[src/cmp_pkg.sv]
// constants for the channel mode programmer: pin slots, register map, reset values
package cmp_pkg;

    // ------------------------------------------------------------
    // synchronised pin slots
    // ------------------------------------------------------------
    localparam int PIN_W      = 5;     // number of pins passing the synchroniser
    localparam int PIN_SWITCH = 0;     // isolated_switch_control
    localparam int PIN_SCLK   = 1;     // shift_clock_line
    localparam int PIN_SDATA  = 2;     // serial_data_line
    localparam int PIN_CLEAR  = 3;     // register_clear_line (rc derived)
    localparam int PIN_MUXHI  = 4;     // third channel-select bit, straight to the mux
    // idle pin levels (switch, shift clock and clear high); the synchroniser resets to
    // these so that no false shift-clock edge follows reset
    localparam logic [PIN_W-1:0] PIN_IDLE = 5'h0b;

    // ------------------------------------------------------------
    // widths
    // ------------------------------------------------------------
    localparam int CH_N   = 8;         // channels, one mode bit each
    localparam int SEL_W  = 3;         // 8:1 multiplexer select
    localparam int CFG_W  = 16;        // converter configuration word
    localparam int ADDR_W = 8;         // axi4-lite address bits decoded

    // ------------------------------------------------------------
    // register map (byte addresses)
    // ------------------------------------------------------------
    localparam logic [ADDR_W-1:0] REG_STATUS = 8'h00;  // ro: modes and line levels
    localparam logic [ADDR_W-1:0] REG_CONV   = 8'h04;  // rw: converter configuration
    localparam logic [ADDR_W-1:0] REG_SHIFT  = 8'h08;  // ro: shift stage contents

    // status field positions
    localparam int ST_MODES   = 0;     // [7:0] applied channel modes
    localparam int ST_CONVRST = 8;     // converter held in reset
    localparam int ST_CLEAR   = 9;     // clear line level
    localparam int ST_SWITCH  = 10;    // switch control level
    localparam int ST_MUXSEL  = 11;    // [13:11] current mux select

    // reset values
    localparam logic [CFG_W-1:0] CONV_CFG_DEFAULT = 16'h0000;  // converter power-on setup
    localparam logic [CH_N-1:0]  MODES_RESET      = 8'h00;     // all voltage sensing
    localparam logic [SEL_W-1:0] MUXSEL_RESET     = 3'h0;

    // axi responses
    localparam logic [1:0] RESP_OKAY   = 2'h0;
    localparam logic [1:0] RESP_SLVERR = 2'h2;

endpackage : cmp_pkg

[src/cmp_mode_programmer.sv]
// channel mode programmer: pin synchroniser, switch routing, mode register, axi4-lite slave
//
// The AXI4-Lite register port and the placing of the registers are this design's own decisions.
module cmp_mode_programmer
(
    input  wire logic                           sys_clk,
    input  wire logic                           reset,
    // isolated programming pins, asynchronous to sys_clk
    input  wire logic                           isolated_switch_control,
    input  wire logic                           shift_clock_line,
    input  wire logic                           serial_data_line,
    input  wire logic                           register_clear_line,
    input  wire logic                           channel_select_high,
    // analog side controls
    output logic [cmp_pkg::SEL_W-1:0]           mux_select,
    output logic                                converter_reset_n,
    output logic [cmp_pkg::CFG_W-1:0]           converter_config,
    output logic [cmp_pkg::CH_N-1:0]            opto_drive,
    output logic [cmp_pkg::CH_N-1:0]            indicator_left_to_right,
    // axi4-lite slave
    input  wire logic [cmp_pkg::ADDR_W-1:0]     s_axi_awaddr,
    input  wire logic                           s_axi_awvalid,
    output logic                                s_axi_awready,
    input  wire logic [31:0]                    s_axi_wdata,
    input  wire logic [3:0]                     s_axi_wstrb,
    input  wire logic                           s_axi_wvalid,
    output logic                                s_axi_wready,
    output logic [1:0]                          s_axi_bresp,
    output logic                                s_axi_bvalid,
    input  wire logic                           s_axi_bready,
    input  wire logic [cmp_pkg::ADDR_W-1:0]     s_axi_araddr,
    input  wire logic                           s_axi_arvalid,
    output logic                                s_axi_arready,
    output logic [31:0]                         s_axi_rdata,
    output logic [1:0]                          s_axi_rresp,
    output logic                                s_axi_rvalid,
    input  wire logic                           s_axi_rready
);

    // ------------------------------------------------------------
    // pin synchroniser
    // ------------------------------------------------------------
    logic [cmp_pkg::PIN_W-1:0] pin_meta_ff;   // first stage, read only by second stage
    logic [cmp_pkg::PIN_W-1:0] pin_sync_ff;   // usable pin levels
    logic [cmp_pkg::PIN_W-1:0] pin_prev_ff;   // one cycle older, for edge detection
    logic [cmp_pkg::PIN_W-1:0] pin_raw;

    assign pin_raw = {channel_select_high, register_clear_line, serial_data_line,
                      shift_clock_line, isolated_switch_control};

    // plain two-flop chain; all pins treated alike so skew between them is at most a cycle
    // reset to the idle levels: a zero reset would show a false shift-clock rise, and
    // with pin skew that rise could meet a low switch and shift a stray bit
    always_ff @(posedge sys_clk)
    begin
        if (reset)
        begin
            pin_meta_ff <= cmp_pkg::PIN_IDLE;
            pin_sync_ff <= cmp_pkg::PIN_IDLE;
            pin_prev_ff <= cmp_pkg::PIN_IDLE;
        end
        else
        begin
            pin_meta_ff <= pin_raw;
            pin_sync_ff <= pin_meta_ff;
            pin_prev_ff <= pin_sync_ff;
        end
    end

    logic switch_s;     // high: lines go to mux; low: lines go to mode register
    logic clear_s;      // derived clear level, low clears the applied modes
    logic sclk_rise;    // rising edge of the shift clock line

    assign switch_s  = pin_sync_ff[cmp_pkg::PIN_SWITCH];
    assign clear_s   = pin_sync_ff[cmp_pkg::PIN_CLEAR];
    assign sclk_rise = pin_sync_ff[cmp_pkg::PIN_SCLK] & ~pin_prev_ff[cmp_pkg::PIN_SCLK];

    // ------------------------------------------------------------
    // analog switch routing and converter reset
    // ------------------------------------------------------------
    logic [cmp_pkg::SEL_W-1:0] mux_sel_ff;
    logic [cmp_pkg::SEL_W-1:0] nxt_mux_sel;
    logic                      conv_rst_n_ff;
    logic                      nxt_conv_rst_n;

    // mux follows the two lines only while routed there; it holds during programming
    // so the shift traffic never scrambles the selected channel
    always_comb
    begin
        nxt_mux_sel    = mux_sel_ff;
        nxt_conv_rst_n = switch_s;
        if (switch_s)
        begin
            nxt_mux_sel = {pin_sync_ff[cmp_pkg::PIN_MUXHI],
                           pin_sync_ff[cmp_pkg::PIN_SDATA],
                           pin_sync_ff[cmp_pkg::PIN_SCLK]};
        end
    end

    always_ff @(posedge sys_clk)
    begin
        if (reset)
        begin
            mux_sel_ff    <= cmp_pkg::MUXSEL_RESET;
            conv_rst_n_ff <= 1'b0;
        end
        else
        begin
            mux_sel_ff    <= nxt_mux_sel;
            conv_rst_n_ff <= nxt_conv_rst_n;
        end
    end

    // ------------------------------------------------------------
    // mode register: shift stage plus applied (storage) stage
    // ------------------------------------------------------------
    logic [cmp_pkg::CH_N-1:0] shift_ff;    // bits being shifted in, msb first
    logic [cmp_pkg::CH_N-1:0] modes_ff;    // applied modes, 1 = current sensing
    logic [cmp_pkg::CH_N-1:0] nxt_shift;
    logic [cmp_pkg::CH_N-1:0] nxt_modes;

    // storage clocks with the shift stage, so it captures the pre-shift contents;
    // that is why one extra pulse after clear rises is what applies the byte
    always_comb
    begin
        nxt_shift = shift_ff;
        nxt_modes = modes_ff;
        if (!switch_s && sclk_rise)
        begin
            nxt_shift = {shift_ff[cmp_pkg::CH_N-2:0],
                         pin_sync_ff[cmp_pkg::PIN_SDATA]};
            nxt_modes = shift_ff;
        end
        if (!clear_s)
        begin
            nxt_modes = cmp_pkg::MODES_RESET;
        end
    end

    always_ff @(posedge sys_clk)
    begin
        if (reset)
        begin
            shift_ff <= '0;
            modes_ff <= cmp_pkg::MODES_RESET;
        end
        else
        begin
            shift_ff <= nxt_shift;
            modes_ff <= nxt_modes;
        end
    end

    // ------------------------------------------------------------
    // converter configuration, lost whenever the converter is reset
    // ------------------------------------------------------------
    logic [cmp_pkg::CFG_W-1:0] conv_cfg_ff;
    logic [cmp_pkg::CFG_W-1:0] nxt_conv_cfg;
    logic                      wr_fire;      // write address and data both held
    logic [cmp_pkg::ADDR_W-1:0] awaddr_ff;
    logic [31:0]               wdata_ff;
    logic [3:0]                wstrb_ff;

    // a write during converter reset is answered but has no effect: reset wins
    always_comb
    begin
        nxt_conv_cfg = conv_cfg_ff;
        if (wr_fire && awaddr_ff == cmp_pkg::REG_CONV)
        begin
            for (int b = 0; b < cmp_pkg::CFG_W / 8; b++)
            begin
                if (wstrb_ff[b])
                begin
                    nxt_conv_cfg[b*8 +: 8] = wdata_ff[b*8 +: 8];
                end
            end
        end
        if (!conv_rst_n_ff)
        begin
            nxt_conv_cfg = cmp_pkg::CONV_CFG_DEFAULT;
        end
    end

    always_ff @(posedge sys_clk)
    begin
        if (reset)
        begin
            conv_cfg_ff <= cmp_pkg::CONV_CFG_DEFAULT;
        end
        else
        begin
            conv_cfg_ff <= nxt_conv_cfg;
        end
    end

    // ------------------------------------------------------------
    // axi4-lite write channel
    // ------------------------------------------------------------
    logic aw_held_ff;
    logic w_held_ff;
    logic bvalid_ff;
    logic [1:0] bresp_ff;
    logic nxt_aw_held;
    logic nxt_w_held;
    logic nxt_bvalid;
    logic [1:0] nxt_bresp;
    logic [cmp_pkg::ADDR_W-1:0] nxt_awaddr;
    logic [31:0] nxt_wdata;
    logic [3:0]  nxt_wstrb;

    assign s_axi_awready = ~aw_held_ff & ~bvalid_ff;
    assign s_axi_wready  = ~w_held_ff & ~bvalid_ff;
    assign wr_fire       = aw_held_ff & w_held_ff & ~bvalid_ff;

    // address and data are caught in either order; the write acts once both are in
    always_comb
    begin
        nxt_aw_held = aw_held_ff;
        nxt_w_held  = w_held_ff;
        nxt_bvalid  = bvalid_ff;
        nxt_bresp   = bresp_ff;
        nxt_awaddr  = awaddr_ff;
        nxt_wdata   = wdata_ff;
        nxt_wstrb   = wstrb_ff;
        if (s_axi_awvalid && s_axi_awready)
        begin
            nxt_aw_held = 1'b1;
            nxt_awaddr  = s_axi_awaddr;
        end
        if (s_axi_wvalid && s_axi_wready)
        begin
            nxt_w_held = 1'b1;
            nxt_wdata  = s_axi_wdata;
            nxt_wstrb  = s_axi_wstrb;
        end
        if (wr_fire)
        begin
            nxt_aw_held = 1'b0;
            nxt_w_held  = 1'b0;
            nxt_bvalid  = 1'b1;
            // only the configuration word is writable; the others refuse
            nxt_bresp   = (awaddr_ff == cmp_pkg::REG_CONV) ? cmp_pkg::RESP_OKAY
                                                           : cmp_pkg::RESP_SLVERR;
        end
        else if (bvalid_ff && s_axi_bready)
        begin
            nxt_bvalid = 1'b0;
        end
    end

    always_ff @(posedge sys_clk)
    begin
        if (reset)
        begin
            aw_held_ff <= 1'b0;
            w_held_ff  <= 1'b0;
            bvalid_ff  <= 1'b0;
            bresp_ff   <= cmp_pkg::RESP_OKAY;
            awaddr_ff  <= '0;
            wdata_ff   <= '0;
            wstrb_ff   <= '0;
        end
        else
        begin
            aw_held_ff <= nxt_aw_held;
            w_held_ff  <= nxt_w_held;
            bvalid_ff  <= nxt_bvalid;
            bresp_ff   <= nxt_bresp;
            awaddr_ff  <= nxt_awaddr;
            wdata_ff   <= nxt_wdata;
            wstrb_ff   <= nxt_wstrb;
        end
    end

    // ------------------------------------------------------------
    // axi4-lite read channel
    // ------------------------------------------------------------
    logic        rvalid_ff;
    logic [31:0] rdata_ff;
    logic [1:0]  rresp_ff;
    logic        nxt_rvalid;
    logic [31:0] nxt_rdata;
    logic [1:0]  nxt_rresp;
    logic [31:0] status_word;

    always_comb
    begin
        status_word = '0;
        status_word[cmp_pkg::ST_MODES +: cmp_pkg::CH_N]   = modes_ff;
        status_word[cmp_pkg::ST_CONVRST]                  = ~conv_rst_n_ff;
        status_word[cmp_pkg::ST_CLEAR]                    = clear_s;
        status_word[cmp_pkg::ST_SWITCH]                   = switch_s;
        status_word[cmp_pkg::ST_MUXSEL +: cmp_pkg::SEL_W] = mux_sel_ff;
    end

    assign s_axi_arready = ~rvalid_ff;

    // one read in flight; unmapped addresses read zero with slverr
    always_comb
    begin
        nxt_rvalid = rvalid_ff;
        nxt_rdata  = rdata_ff;
        nxt_rresp  = rresp_ff;
        if (s_axi_arvalid && s_axi_arready)
        begin
            nxt_rvalid = 1'b1;
            nxt_rresp  = cmp_pkg::RESP_OKAY;
            unique case (s_axi_araddr)
                cmp_pkg::REG_STATUS: nxt_rdata = status_word;
                cmp_pkg::REG_CONV:   nxt_rdata = {16'h0000, conv_cfg_ff};
                cmp_pkg::REG_SHIFT:  nxt_rdata = {24'h000000, shift_ff};
                default:
                begin
                    nxt_rdata = '0;
                    nxt_rresp = cmp_pkg::RESP_SLVERR;
                end
            endcase
        end
        else if (rvalid_ff && s_axi_rready)
        begin
            nxt_rvalid = 1'b0;
        end
    end

    always_ff @(posedge sys_clk)
    begin
        if (reset)
        begin
            rvalid_ff <= 1'b0;
            rdata_ff  <= '0;
            rresp_ff  <= cmp_pkg::RESP_OKAY;
        end
        else
        begin
            rvalid_ff <= nxt_rvalid;
            rdata_ff  <= nxt_rdata;
            rresp_ff  <= nxt_rresp;
        end
    end

    // ------------------------------------------------------------
    // outputs
    // ------------------------------------------------------------
    assign mux_select              = mux_sel_ff;
    assign converter_reset_n       = conv_rst_n_ff;
    assign converter_config        = conv_cfg_ff;
    assign opto_drive              = modes_ff;
    // bit 7 is the leftmost lamp: cm 4..1 then non-cm 4..1
    assign indicator_left_to_right = modes_ff;
    assign s_axi_bvalid            = bvalid_ff;
    assign s_axi_bresp             = bresp_ff;
    assign s_axi_rvalid            = rvalid_ff;
    assign s_axi_rdata             = rdata_ff;
    assign s_axi_rresp             = rresp_ff;

    // ------------------------------------------------------------
    // assertions
    // ------------------------------------------------------------
    mux_route_a: assert property (@(posedge sys_clk) disable iff (reset)
        switch_s |=> mux_select == {$past(pin_sync_ff[cmp_pkg::PIN_MUXHI]),
                                    $past(pin_sync_ff[cmp_pkg::PIN_SDATA]),
                                    $past(pin_sync_ff[cmp_pkg::PIN_SCLK])})
        else $error("mux select does not follow the routed lines");

    mux_hold_a: assert property (@(posedge sys_clk) disable iff (reset)
        !switch_s |=> $stable(mux_select))
        else $error("mux select moved during programming");

    mode_cause_a: assert property (@(posedge sys_clk) disable iff (reset)
        !$stable(modes_ff) |-> $past(!clear_s) || $past(sclk_rise && !switch_s))
        else $error("modes changed without clear or shift pulse");

    mode_load_a: assert property (@(posedge sys_clk) disable iff (reset)
        (sclk_rise && !switch_s && clear_s) |=> modes_ff == $past(shift_ff))
        else $error("applying pulse did not load the shifted byte");

    conv_hold_a: assert property (@(posedge sys_clk) disable iff (reset)
        !switch_s [*2] |-> !converter_reset_n)
        else $error("converter not in reset while programming");

    clear_modes_a: assert property (@(posedge sys_clk) disable iff (reset)
        !clear_s |=> opto_drive == 8'h00 && indicator_left_to_right == 8'h00)
        else $error("clear did not return channels to voltage");

    conv_release_a: assert property (@(posedge sys_clk) disable iff (reset)
        $rose(switch_s) |=> converter_reset_n)
        else $error("converter not released after programming");

    cfg_default_a: assert property (@(posedge sys_clk) disable iff (reset)
        !converter_reset_n |=> converter_config == cmp_pkg::CONV_CFG_DEFAULT)
        else $error("converter configuration survived reset");

    lamp_opto_a: assert property (@(posedge sys_clk) disable iff (reset)
        indicator_left_to_right == opto_drive)
        else $error("indicator disagrees with optocoupler");

    lamp_order_a: assert property (@(posedge sys_clk) disable iff (reset)
        (sclk_rise && !switch_s && clear_s) |=> indicator_left_to_right[7] == $past(shift_ff[7]))
        else $error("leftmost indicator not first shifted bit");

endmodule : cmp_mode_programmer

[config.mk]
export PLATFORM = sky130hd
export DESIGN_NAME = cmp_mode_programmer
export DESIGN_NICKNAME = d
export VERILOG_FILES = /design/src/cmp_pkg.sv /design/src/cmp_mode_programmer.sv
export SDC_FILE = /design/constraint.sdc
export NUM_CORES = 1
export LEC_CHECK = 0
export BUFFER_PORTS_ARGS = -buffer_cell sky130_fd_sc_hd__buf_2
export CAP_MARGIN = 20
export CORE_MARGIN = 1.5
export CORE_UTILIZATION = 54
export DETAILED_ROUTE_END_ITERATION = 16
export GPL_TIMING_DRIVEN = 0
export PLACE_DENSITY = 0.93
export SYNTH_ARGS = -nofsm -noshare
export SYNTH_HDL_FRONTEND = slang
export SYNTH_SLANG_ARGS = --single-unit
[constraint.sdc]
create_clock -name sys_clk -period 4.74 [get_ports sys_clk]
set_input_delay 0.237 -clock sys_clk [delete_from_list [all_inputs] [get_ports sys_clk]]
set_output_delay 0.237 -clock sys_clk [all_outputs]
set_load 0.005 [all_outputs]
### Yosys cells after proc, flatten, opt, wreduce, memory -nomap -nowiden

Index checks and enable logic that the tools add are counted.

* add/sub/neg operators: 0
* multipliers: 0
* div/mod/pow operators: 0
* $lt $le $gt $ge: 0
* equality and inequality tests: 3
* shifts and indexed selects: 0
* multiplexer cells: 7
* bitwise operators: 12
* reductions and logical operators: 17

Operators with widths (count)
* 16-bit one-hot mux with 3 select lines: 1
* 8-bit by 3-bit == test with 1-bit output, second input constant: 2
* 8-bit by 4-bit == test with 1-bit output, second input constant: 1
* 8-bit zero test: 1
* 1-bit logical AND: 7
* 1-bit inverter: 7
* 2-bit OR reduction: 3
* 1-bit bitwise AND: 5
* 1-bit 2-to-1 mux: 4
* 2-bit 2-to-1 mux: 2
* 2-bit AND reduction: 2
* 2-bit nonzero test: 2
* 3-bit OR reduction: 1
* 1-bit zero test: 1

* flip-flop bits (word level): 114
* bits in latches: 0
* RAM bits: 0
* memory bits (read-only): 0
* input bits: 64
* output and inout port bits: 77
* logic and storage cells: 58
* memories kept: 0

### Logic depth before layout (Yosys ltp)

Gate-level depths: netlist of run 1.

* depth after elaboration: 4
* gate-level depth with buffers: 6
* depth with buffers taken out: 3

### Least setup slack after synthesis of run 1

No wires, ideal clock.

* path type: register -> register
* from: reg awaddr_ff[3] (netlist bit)
* to: reg conv_cfg_ff (netlist bit converter_config[10])
* setup time: 0.130 ns
* data arrival time: 1.385 ns
* slack: 3.225 ns
* stages on the path, launching flop included: 6
* period minus slack after synthesis: 1.515 ns
* cell sequence: dfxtp_1 > or4_4 > buf_6 > buf_8 > o31ai_1 > a21oi_1

* longest elaborated chain between the ends: 3

RTL lines
* start: declaration: RTL line cmp_mode_programmer.sv:160 `logic [cmp_pkg::ADDR_W-1:0] awaddr_ff;`
* start signal: assignment: RTL line cmp_mode_programmer.sv:269 `awaddr_ff <= nxt_awaddr;`
* 8-bit by 3-bit == test with 1-bit output: RTL line cmp_mode_programmer.sv:168 `if (wr_fire && awaddr_ff == cmp_pkg::REG_CONV)`
* 1-bit logical AND: RTL line cmp_mode_programmer.sv:168
* 2-bit AND reduction (no line)
* end signal: assignment: RTL line cmp_mode_programmer.sv:188 `conv_cfg_ff <= cmp_pkg::CONV_CFG_DEFAULT;`
* end signal: assignment: RTL line cmp_mode_programmer.sv:192 `conv_cfg_ff <= nxt_conv_cfg;`
* end: declaration: RTL line cmp_mode_programmer.sv:157 `logic [cmp_pkg::CFG_W-1:0] conv_cfg_ff;`

No other way between the ends.
A chain may end at the register's enable or synchronous reset.

### Worst setup path after layout of run 1

* from: reg rvalid_ff (netlist: s_axi_rvalid)
* to: reg rdata_ff[0] (netlist: s_axi_rdata[0])

* longest elaborated chain between the ends: 2

RTL lines
* start: declaration: RTL line cmp_mode_programmer.sv:278 `logic rvalid_ff;`
* start signal: assignment: RTL line cmp_mode_programmer.sv:335 `rvalid_ff <= nxt_rvalid;`
* 1-bit inverter: RTL line cmp_mode_programmer.sv:296 `assign s_axi_arready = ~rvalid_ff;`
* 1-bit logical AND: RTL line cmp_mode_programmer.sv:304 `if (s_axi_arvalid && s_axi_arready)`
* end signal: assignment: RTL line cmp_mode_programmer.sv:336 `rdata_ff <= nxt_rdata;`
* end: declaration: RTL line cmp_mode_programmer.sv:279 `logic [31:0] rdata_ff;`

No other way between the ends.

==> results of run 1 <==
-- layout make-up --
| type | count | area [µm²] |
|---|---|---|
| clock inverter | 6 | 66.31 |
| timing repair buffer | 103 | 515.5 |
| fill | 574 | 2313 |
| tap | 99 | 123.9 |
| clock buffer | 10 | 137.6 |
| multi-input combinational | 295 | 1765 |
| buffer | 61 | 414.1 |
| inverter | 4 | 15.01 |
| sequential | 95 | 1902 |
-- critical path: cells and delay by family (launching register included) --
family / cells / cell delay [ps]
and+or+nand+nor: 2 / 960
DFF: 1 / 380
AOI/OAI and AO/OA: 1 / 370
-- state kept, by name (all words and copies together) (netlist names), 2 cells and up --
| signal | flops |
|---|---|
| s_axi_rdata | 16 |
| pin_meta_ff | 5 |
| wstrb_ff | 2 |
| wdata_ff | 16 |
| awaddr_ff | 8 |
| pin_sync_ff | 5 |
| converter_config | 16 |
| indicator_left_to_right | 8 |
| shift_ff | 8 |
| mux_select | 3 |
-- per-stage QoR --
stage	std cells	util [%]	cell area (µm²)	power (mW)	setup WS, ps
after floorplan	455	-	4096	0.9836	3225
after global placement	657	65.29	4736	1.034	3095
after detailed placement	657	65.29	4736	1.043	2996
after CTS	673	68.10	4940	1.579	2932
after global routing	673	68.10	4940	1.642	2800
final	673	68.10	4940	1.580	2928
-- cells in the mapped netlist, types with 8 or more instances --
master / n
clkbuf_1: 13
a222oi_1: 8
buf_4: 29
mux2_2: 13
nor2_1: 18
o31ai_1: 16
dfxtp_1: 95
nand4_1: 23
mux2i_1: 11
a211oi_1: 8
nand2_1: 78
a21oi_1: 60
-- path summary, 6_finish.rpt --
| check | from | end | depth (start not counted) |
|---|---|---|---|
| worst min register to register | pin_meta_ff[0] | pin_sync_ff[0] | 1 |
| worst max-delay path | s_axi_rvalid | s_axi_rdata[0] | 3 |
| worst max register to register | s_axi_rvalid | s_axi_rdata[0] | 3 |
| worst min-delay path | isolated_switch_control | pin_meta_ff[0] | 2 |
-- metal layers --
layer	up-vias	part of all wire [%]	track usage, %
met5	-	0	0
met2	196	49	45.59
li1	1769	-	-
met4	0	1.9	9.790
met3	17	7.2	4.801
met1	1699	42	32.76
-- kinds of logic after synthesis --
family          Yosys count
other cells               1
simple gates            156
buf+inv                  65
mux                      24
flops                    95
compound gates           97
-- power by group through the flow --
stage / clock network (mW) / registers, mW / logic (mW)
floorplan: 0 / 0.854 / 0.129
global placement: 0 / 0.857 / 0.177
detailed placement: 0 / 0.859 / 0.184
CTS: 0.554 / 0.841 / 0.185
global route: 0.592 / 0.844 / 0.205
finish: 0.552 / 0.841 / 0.187
==> key figures, run 1 <==
Yosys
  – Adder and majority cell fraction of the synthesized area: 0%
  – Most used DFF post-synth: dfxtp_1
  – Post-synth EDFFs: 0
  – Leading area contributor after synthesis: dfxtp_1
  – Total number of yosys warnings: 0
  – Top cell type's share of synthesized area: 47.16%
  – Post-synth ARST share: 0%
  – Post-Synth Simple-Gate Area: 20.82%
  – Mean Syn Cell Area: 9.207 µm²
  – Combinational family with the most area after synthesis: simple AND/OR/NAND/NOR gates
  – Mapped cell area: 4033 µm²
  – Synth area leaders: dfxtp_1 47%, a21oi_1 7.4%, nand2_1 7.3%
  – Synthesis-stage register bit count: 95
  – Synth cell types: 42
  – Syn Inst Count: 438
  – Compound-cell area share of the yosys netlist: 14.92%
  – Post-synthesis mux area share: 6.361%
  – Seq/Total Area, Yosys: 47.16%
  – Xor and xnor area share after synthesis: 0%

STA
  – Tcrit/Tclk final: 38.23%
  – Min Tclk post-route: 1812 ps
  – Unrepaired setup endpoints after global routing: no
  – Slew @ Worst Pin: 809.4 ps
  – Final setup violation count: 0
  – Setup_tns: 0 ps
  – Fmax: 0.5518 GHz
  – Final-report max-slew violation count: 0
  – Slew headroom: 45.90%
  – Hold slack: 49.71 ps
  – Worst clock skew: 13.72 ps
  – Final hold viol count: 0

Routing
  – DR DRC count: 0
  – DRT iter0 DRCs: 245
  – Detail Route Antenna Nets: 0
  – Vias/cell: 5.470
  – Wire length per cell: 15.12 µm
  – First-pass DRT Iterations: 5
  – Final WL: 10.18 mm
  – DR vias: 3681

Die
  – Num ports: 141
  – Die Y: 89.42 µm
  – Die area: 7995 µm²
  – Initial Util: 55.60%
  – Core ar.: 7253 µm²
  – Std cell rows: 31
  – Die X: 89.42 µm

CTS
  – CTS Sinks: 95
  – Hold-fix buffers, CTS: 0
  – Deepest clock path buffer count: 2
  – Total CTS buffers: 9
  – CTS tree: done
  – Root buf cell: clkbuf_8
  – Buffer count from post-CTS setup fixing: 0
  – CTS clk-pin slew, worst paths: 90 ps
  – Clock Latency Late Sink: 370 ps
  – CTS resizes: 0
  – H-Tree Depth: 3

Place
  – IO buf count: 103
  – DP HPWL: 7.564 mm
  – RePlAce Congestion: 0.8627

Global routing
  – Initial antenna violation count: 0
  – Total grt overflow: 0
  – Overall Global Routing Usage: 26.35%
  – Largest net degree at the start of global routing: 17
  – Vias in the first global route: 3351
  – Global-route wire length before repair: 15.91 mm

Cells and area
  – Layout cells sized above 1: 33.62%
  – Most common cell after layout, fill and taps aside: buf_2
  – Diode count: 0
  – Commonest non-fill, non-tap cells in the layout: 110 x buf_2, 95 x dfxtp_1, 78 x nand2_1
  – # nets final: 633
  – Synthesis-to-layout area growth: 22.49%

Critical path
  – Slowest stage cell, crit path: nor4b_4
  – Worst setup SP type: register
  – Critical path peak fanout: 8
  – R2R setup slack: 2930 ps
  – Setup CP Type: reg2reg
  – CP required: 5000 ps
  – Worst-path cell chain: nor4b_4 -> nand3_1 -> a211oi_1
  – Critical path arrival: 2080 ps
  – CP max stage delay: 570 ps
  – CP endpoint kind: register

Power and ir drop
  – Net Switching: 0.4133 mW
  – Power Internal: 1.167 mW
  – Worst IR drop on VDD: 0.0002127 V
  – Seq pwr share: 53.2%
  – Comb pwr share: 11.8%
  – Cell Pwr Density: 319.8 nW/µm²
  – Sw Ratio: 26.16%
  – Leak: 2.156 nW
  – Clk pwr share: 34.9%

Run
  – Max-cap violations: 0

Status
  – Status: completed

Worst hold path
  – Worst min path class: in2reg
No activity file was read; power rests on OpenSTA's default activity.
==> run 2: changes to the inputs <==
--- a/config.mk
+++ b/config.mk
@@ -8,10 +8,10 @@
 export BUFFER_PORTS_ARGS = -buffer_cell sky130_fd_sc_hd__buf_2
 export CAP_MARGIN = 20
 export CORE_MARGIN = 1.5
-export CORE_UTILIZATION = 54
+export CORE_UTILIZATION = 50
 export DETAILED_ROUTE_END_ITERATION = 16
 export GPL_TIMING_DRIVEN = 0
-export PLACE_DENSITY = 0.93
+export PLACE_DENSITY = 0.88
 export SYNTH_ARGS = -nofsm -noshare
 export SYNTH_HDL_FRONTEND = slang
 export SYNTH_SLANG_ARGS = --single-unit
==> constraint.sdc (replaced) <==
create_clock -name sys_clk -period 1.8 [get_ports sys_clk]
set_input_delay 0.09 -clock sys_clk [delete_from_list [all_inputs] [get_ports sys_clk]]
set_output_delay 0.09 -clock sys_clk [all_outputs]
set_load 0.005 [all_outputs]
==> run 2 against run 1 <==
  * Utilization rose by 0.082 points
  * Highest routed layer unchanged
  * Die area rose by 7.7%
  * Register-to-register slack got worse by 2800 ps
  * Critical path type unchanged
  * Largest cell class unchanged
==> key figures, run 2 (same netlist as run 1, synthesis figures left out) <==
Critical path
  – Critical path arrival: 1990 ps (-90 ps)
  – Critical path peak fanout: 10 (+2)
  – CP required: 2090 ps (-2910 ps)
  – Worst setup SP type: register
  – CP endpoint kind: register
  – Crit. Startpoint: awaddr_ff[7]
  – RR Startpoint: awaddr_ff[7]
  – Setup CP Type: reg2reg

STA
  – Final hold viol count: 0 (unchanged)
  – Worst clock skew: 6.644 ps (-7.072 ps)
  – Setup_tns: 0 ps (unchanged)
  – Hold slack: 23.00 ps (-26.70 ps)
  – Final setup violation count: 0 (unchanged)
  – Slew @ Worst Pin: 815.0 ps (+5.595 ps)
  – Unrepaired setup endpoints after global routing: no
  – Final worst slack: 103.6 ps (-2824 ps)
  – Min Tclk post-route: 1696 ps (-115.9 ps)
  – Tcrit/Tclk final: 94.24% (+56 points)
  – Final-report max-slew violation count: 0 (unchanged)
  – Slew headroom: 45.52% (-0.37 points)
  – Fmax: 0.5895 GHz (+6.8%)

Die
  – Std cell rows: 32 (+3.2%)
  – Num ports: 141 (unchanged)
  – Die X: 92.81 µm (+3.8%)
  – Initial Util: 51.92% (-3.7 points)
  – Die area: 8613 µm² (+7.7%)
  – Die Y: 92.81 µm (+3.8%)
  – Core ar.: 7767 µm² (+7.1%)

Cells and area
  – Commonest non-fill, non-tap cells in the layout: 110 x buf_2, 95 x dfxtp_1, 78 x nand2_1
  – Most common cell after layout, fill and taps aside: buf_2
  – Diode count: 0 (unchanged)
  – Final Util: 68.19% (+0.082 points)
  – Layout cells sized above 1: 31.84% (-1.8 points)
  – # nets final: 664 (+4.9%)
  – Synthesis-to-layout area growth: 31.34%

Place
  – Setup WS pre-CTS: 131.6 ps (-2864 ps)
  – RePlAce Congestion: 0.8951 (+3.8%)
  – DP HPWL: 7.534 mm (-0.39%)
  – IO buf count: 103 (unchanged)

Routing
  – DR DRC count: 0 (unchanged)
  – First-pass DRT Iterations: 4 (-1)
  – Detail Route Antenna Nets: 0 (unchanged)
  – Wire length per cell: 14.77 µm (-2.3%)
  – Final WL: 10.41 mm (+2.3%)
  – DR vias: 3759 (+2.1%)
  – Vias/cell: 5.332 (-2.5%)
  – DRT iter0 DRCs: 256 (+4.5%)

Run
  – Max-cap violations: 0 (unchanged)

Global routing
  – Vias in the first global route: 3502 (+4.5%)
  – Global-route wire length before repair: 16.69 mm (+4.9%)
  – Overall Global Routing Usage: 24.78% (-1.6 points)
  – Largest net degree at the start of global routing: 15 (-2)
  – Initial antenna violation count: 0 (unchanged)
  – Total grt overflow: 0 (unchanged)

CTS
  – Root buf cell: clkbuf_8
  – CTS Sinks: 95 (unchanged)
  – CTS tree: done
  – CTS clk-pin slew, worst paths: 80 ps (about the same)
  – Total CTS buffers: 9 (unchanged)
  – H-Tree Depth: 3 (unchanged)
  – Buffer count from post-CTS setup fixing: 0 (unchanged)
  – Clock Latency Late Sink: 360 ps (about the same)
  – Deepest clock path buffer count: 2 (unchanged)

Power and ir drop
  – Leak: 2.301 nW (+6.7%)
  – Cell Pwr Density: 834.2 nW/µm² (+160%)
  – Worst IR drop on VDD: 0.0005509 V (+160%)
  – Total power: 4.418 mW (+180%)

Worst hold path
  – HP Start: s_axi_wdata[14]
  – Worst min path class: in2reg

Status
  – Status: completed
run 2: cell count changes in the layout (fill, tap and decap cells not counted), sizes merged:
cell	change
clkinv	-2
inv	-2
dlygate4sd3	+31
bufinv	+2
run 2: worst paths after layout:
| kind | endpoint | slack (ps) | cells after the start |
|---|---|---|---|
| worst min register to register | pin_sync_ff[0] | 420 | 1 |
| worst min-delay path | wdata_ff[14] | 20 | 3 |
| worst max-delay path | converter_config[8] | 100 | 4 |
| worst max register to register | converter_config[8] | 100 | 4 |
run 2: final cells by class:
type	count	area, µm²
buffer	61	414.1
inverter	4	15.01
clock inverter	4	95.09
tap	102	127.6
fill	624	2471
sequential	95	1902
clock buffer	10	137.6
multi-input combinational	295	1779
timing repair buffer	134	825.8
run 2: report_power, final:
group | switching [mW] | internal (mW)
Clock | 0.711 | 0.943
Sequential | 0.0467 | 2.17
Combinational | 0.287 | 0.262
run 2: worst max-delay path, cell delays in order, from the launching register on:
cell     delay, ps
dfxtp_1        340
nor4b_2        740
buf_6          230
nand4_1        130
a21oi_1        180
run 2: timing repair:
item	in CTS	in global routing
endpoints found under the hold margin	31	0
endpoints found under the setup margin	0	3
resized for setup	0	2
hold buffers	31	0
run 2: per-stage QoR:
| step | cell area [µm²] | std cells |
|---|---|---|
| 2_1_floorplan | 4096 | 455 |
| 3_3_place_gp | 4740 | 660 |
| 3_5_place_dp | 4740 | 660 |
| 4_1_cts | 5283 | 705 |
| 5_1_grt | 5296 | 705 |
| 6_report | 5296 | 705 |
run 2: metal layers:
metal	GRT usage (%)	up-vias	part of all wire [%]
li1	-	1821	-
met1	30.64	1746	41
met2	42.46	171	49
met3	4.926	21	7.7
met4	9.091	0	2.0
met5	0	-	0
==> run 3: changes to the inputs <==
--- a/config.mk
+++ b/config.mk
@@ -7,7 +7,6 @@
 export LEC_CHECK = 0
 export BUFFER_PORTS_ARGS = -buffer_cell sky130_fd_sc_hd__buf_2
 export CAP_MARGIN = 20
-export CORE_MARGIN = 1.5
 export CORE_UTILIZATION = 50
 export DETAILED_ROUTE_END_ITERATION = 16
 export GPL_TIMING_DRIVEN = 0
==> run 3 against run 2 <==
  * Clock power decreased by 12%
  * Count of clock-buffer cells in the layout did not move
  * Sequential power about the same
  * Global-route usage is 0.11 points lower
  * Worst setup slack got worse by 10 ps
  * Sequential share of layout area is 0.094 points higher
  * Largest power group unchanged
  * Clock skew up 3.6 ps
  * Via count down 0.56%
  * Largest cell class unchanged
  * Total power is 4.5% lower
  * First-iteration DRC count fell by 14%
==> key figures, run 3 (same netlist as run 1, synthesis figures left out) <==
Die
  – Num ports: 141 (unchanged)
  – Die area: 8428 µm² (-2.1%)
  – Initial Util: 51.92% (unchanged)
  – Die Y: 91.81 µm (-1.1%)
  – Std cell rows: 32 (unchanged)
  – Core ar.: 7767 µm² (unchanged)
  – Die X: 91.81 µm (-1.1%)

STA
  – Unrepaired setup endpoints after global routing: no
  – Final hold viol count: 0 (unchanged)
  – Tcrit/Tclk final: 94.82% (+0.58 points)
  – Slew @ Worst Pin: 593.5 ps (-221.5 ps)
  – Fmax: 0.5859 GHz (-0.61%)
  – Slew headroom: 60.26% (+15 points)
  – Worst clock skew: 10.25 ps (+3.607 ps)
  – Min Tclk post-route: 1707 ps (+10.42 ps)
  – Final setup violation count: 0 (unchanged)
  – Setup_tns: 0 ps (unchanged)
  – Final-report max-slew violation count: 0 (unchanged)

CTS
  – CTS Sinks: 95 (unchanged)
  – Root buf cell: clkbuf_8
  – Deepest clock path buffer count: 2 (unchanged)
  – Clock Latency Late Sink: 360 ps (about the same)
  – H-Tree Depth: 3 (unchanged)
  – CTS clk-pin slew, worst paths: 90 ps (about the same)
  – CTS tree: done
  – Buffer count from post-CTS setup fixing: 0 (unchanged)
  – Total CTS buffers: 9 (unchanged)

Global routing
  – Largest net degree at the start of global routing: 17 (+2)
  – Overall Global Routing Usage: 24.67% (-0.11 points)
  – Initial antenna violation count: 0 (unchanged)
  – Total grt overflow: 0 (unchanged)
  – Vias in the first global route: 3458 (-1.3%)
  – Global-route wire length before repair: 16.42 mm (-1.7%)

Cells and area
  – Most common cell after layout, fill and taps aside: buf_2
  – Diode count: 0 (unchanged)
  – Filler Cells Inserted: 627 (+0.48%)
  – Layout cells sized above 1: 31.85% (about the same)
  – Commonest non-fill, non-tap cells in the layout: 110 x buf_2, 95 x dfxtp_1, 78 x nand2_1
  – # nets final: 665 (+0.15%)
  – Synthesis-to-layout area growth: 31.00%

Critical path
  – CP max stage delay: 530 ps (-210 ps)
  – Worst setup SP type: register
  – Setup CP Type: reg2reg
  – CP required: 2040 ps (-50 ps)
  – Critical path arrival: 1950 ps (-40 ps)
  – CP endpoint kind: register
  – CP Buf/Inv Count: 2 (+1)
  – Family with the most delay on the worst path: simple AND/OR/NAND/NOR gates
  – Critical path peak fanout: 10 (unchanged)
  – Slowest stage cell, crit path: or4b_1
  – Worst-path cell chain: or4b_1 -> buf_4 -> buf_6 -> o31ai_1 -> a21oi_1

Power and ir drop
  – Worst IR drop on VDD: 0.0004702 V (-15%)
  – Cell Pwr Density: 798.4 nW/µm² (-4.3%)
  – Leak: 2.293 nW (-0.34%)
  – Total power: 4.218 mW (-4.5%)

Routing
  – Vias/cell: 5.280 (-0.98%)
  – M1 WL: 4.267 mm (about the same)
  – First-pass DRT Iterations: 5 (+1)
  – Routed length on met3: 808 µm (+0.87%)
  – Uppermost layer routed: met4
  – DR DRC count: 0 (unchanged)
  – Wire length per cell: 14.68 µm (-0.64%)
  – Final WL: 10.39 mm (-0.22%)
  – Met2 WL post-DR: 5.170 mm (+0.78%)
  – Detail Route Antenna Nets: 0 (unchanged)
  – DRT iter0 DRCs: 220 (-14%)
  – DR vias: 3738 (-0.56%)

Run
  – Max-cap violations: 0 (unchanged)

Status
  – Status: completed

Place
  – RePlAce Congestion: 0.8653 (-3.3%)
  – DP HPWL: 7.520 mm (-0.20%)
  – IO buf count: 103 (unchanged)

Worst hold path
  – Worst min path class: in2reg
run 3: worst min-delay path: stages:
cell and delay, ps:
buf_2 90, inv_1 40, a21oi_1 50, nor2_1 90
run 3: timing repair:
action / CTS / global route
hold buffers: 32 / 0
endpoints found under the setup margin: 0 / 3
resized for setup: 0 / 2
hold endpoints to repair: 32 / 0
run 3: final timing paths:
check,start,endpoint,slack (ps),cells after the start
worst max-delay path,awaddr_ff[7],converter_config[8],90,5
worst min-delay path,s_axi_bready,s_axi_bvalid,40,4
worst max register to register,awaddr_ff[7],converter_config[8],90,5
worst min register to register,pin_meta_ff[1],pin_sync_ff[1],420,1
run 3: per-layer routing:
layer,GRT usage [%],up-vias
met5,0,-
met4,8.854,0
met3,4.478,15
met2,43.05,191
met1,30.40,1704
li1,-,1828
run 3: report_power, final:
group	internal (mW)	switching [mW]	leakage (nW)
Combinational	0.265	0.288	1.41
Clock	0.690	0.758	0.105
Sequential	2.17	0.0481	0.774
Total	3.12	1.09	2.29
run 3: layout make-up:
cell class                 count  area [µm²]  share of cell area, %
tap                          102       127.6                  2.416
clock buffer                  10       137.6                  2.605
sequential                    95        1902                  36.00
multi-input combinational    295        1783                  33.75
clock inverter                 6       67.56                  1.279
inverter                       4       15.01                 0.2842
timing repair buffer         135       835.8                  15.82
buffer                        61       414.1                  7.840
run 3: stage by stage:
stage                     hold slack [ps]  utilization [%]  setup slack (ps)  area (µm²)  cells
final                               40.58            68.01             93.18        5283    708
after global routing                44.54            68.01             1.566        5283    708
after CTS                           30.83            67.78             108.7        5265    708
after detailed placement            280.3            61.02             142.7        4740    660
after global placement              277.9            61.02             197.6        4740    660
after floorplan                     193.8                -             284.8        4096    455
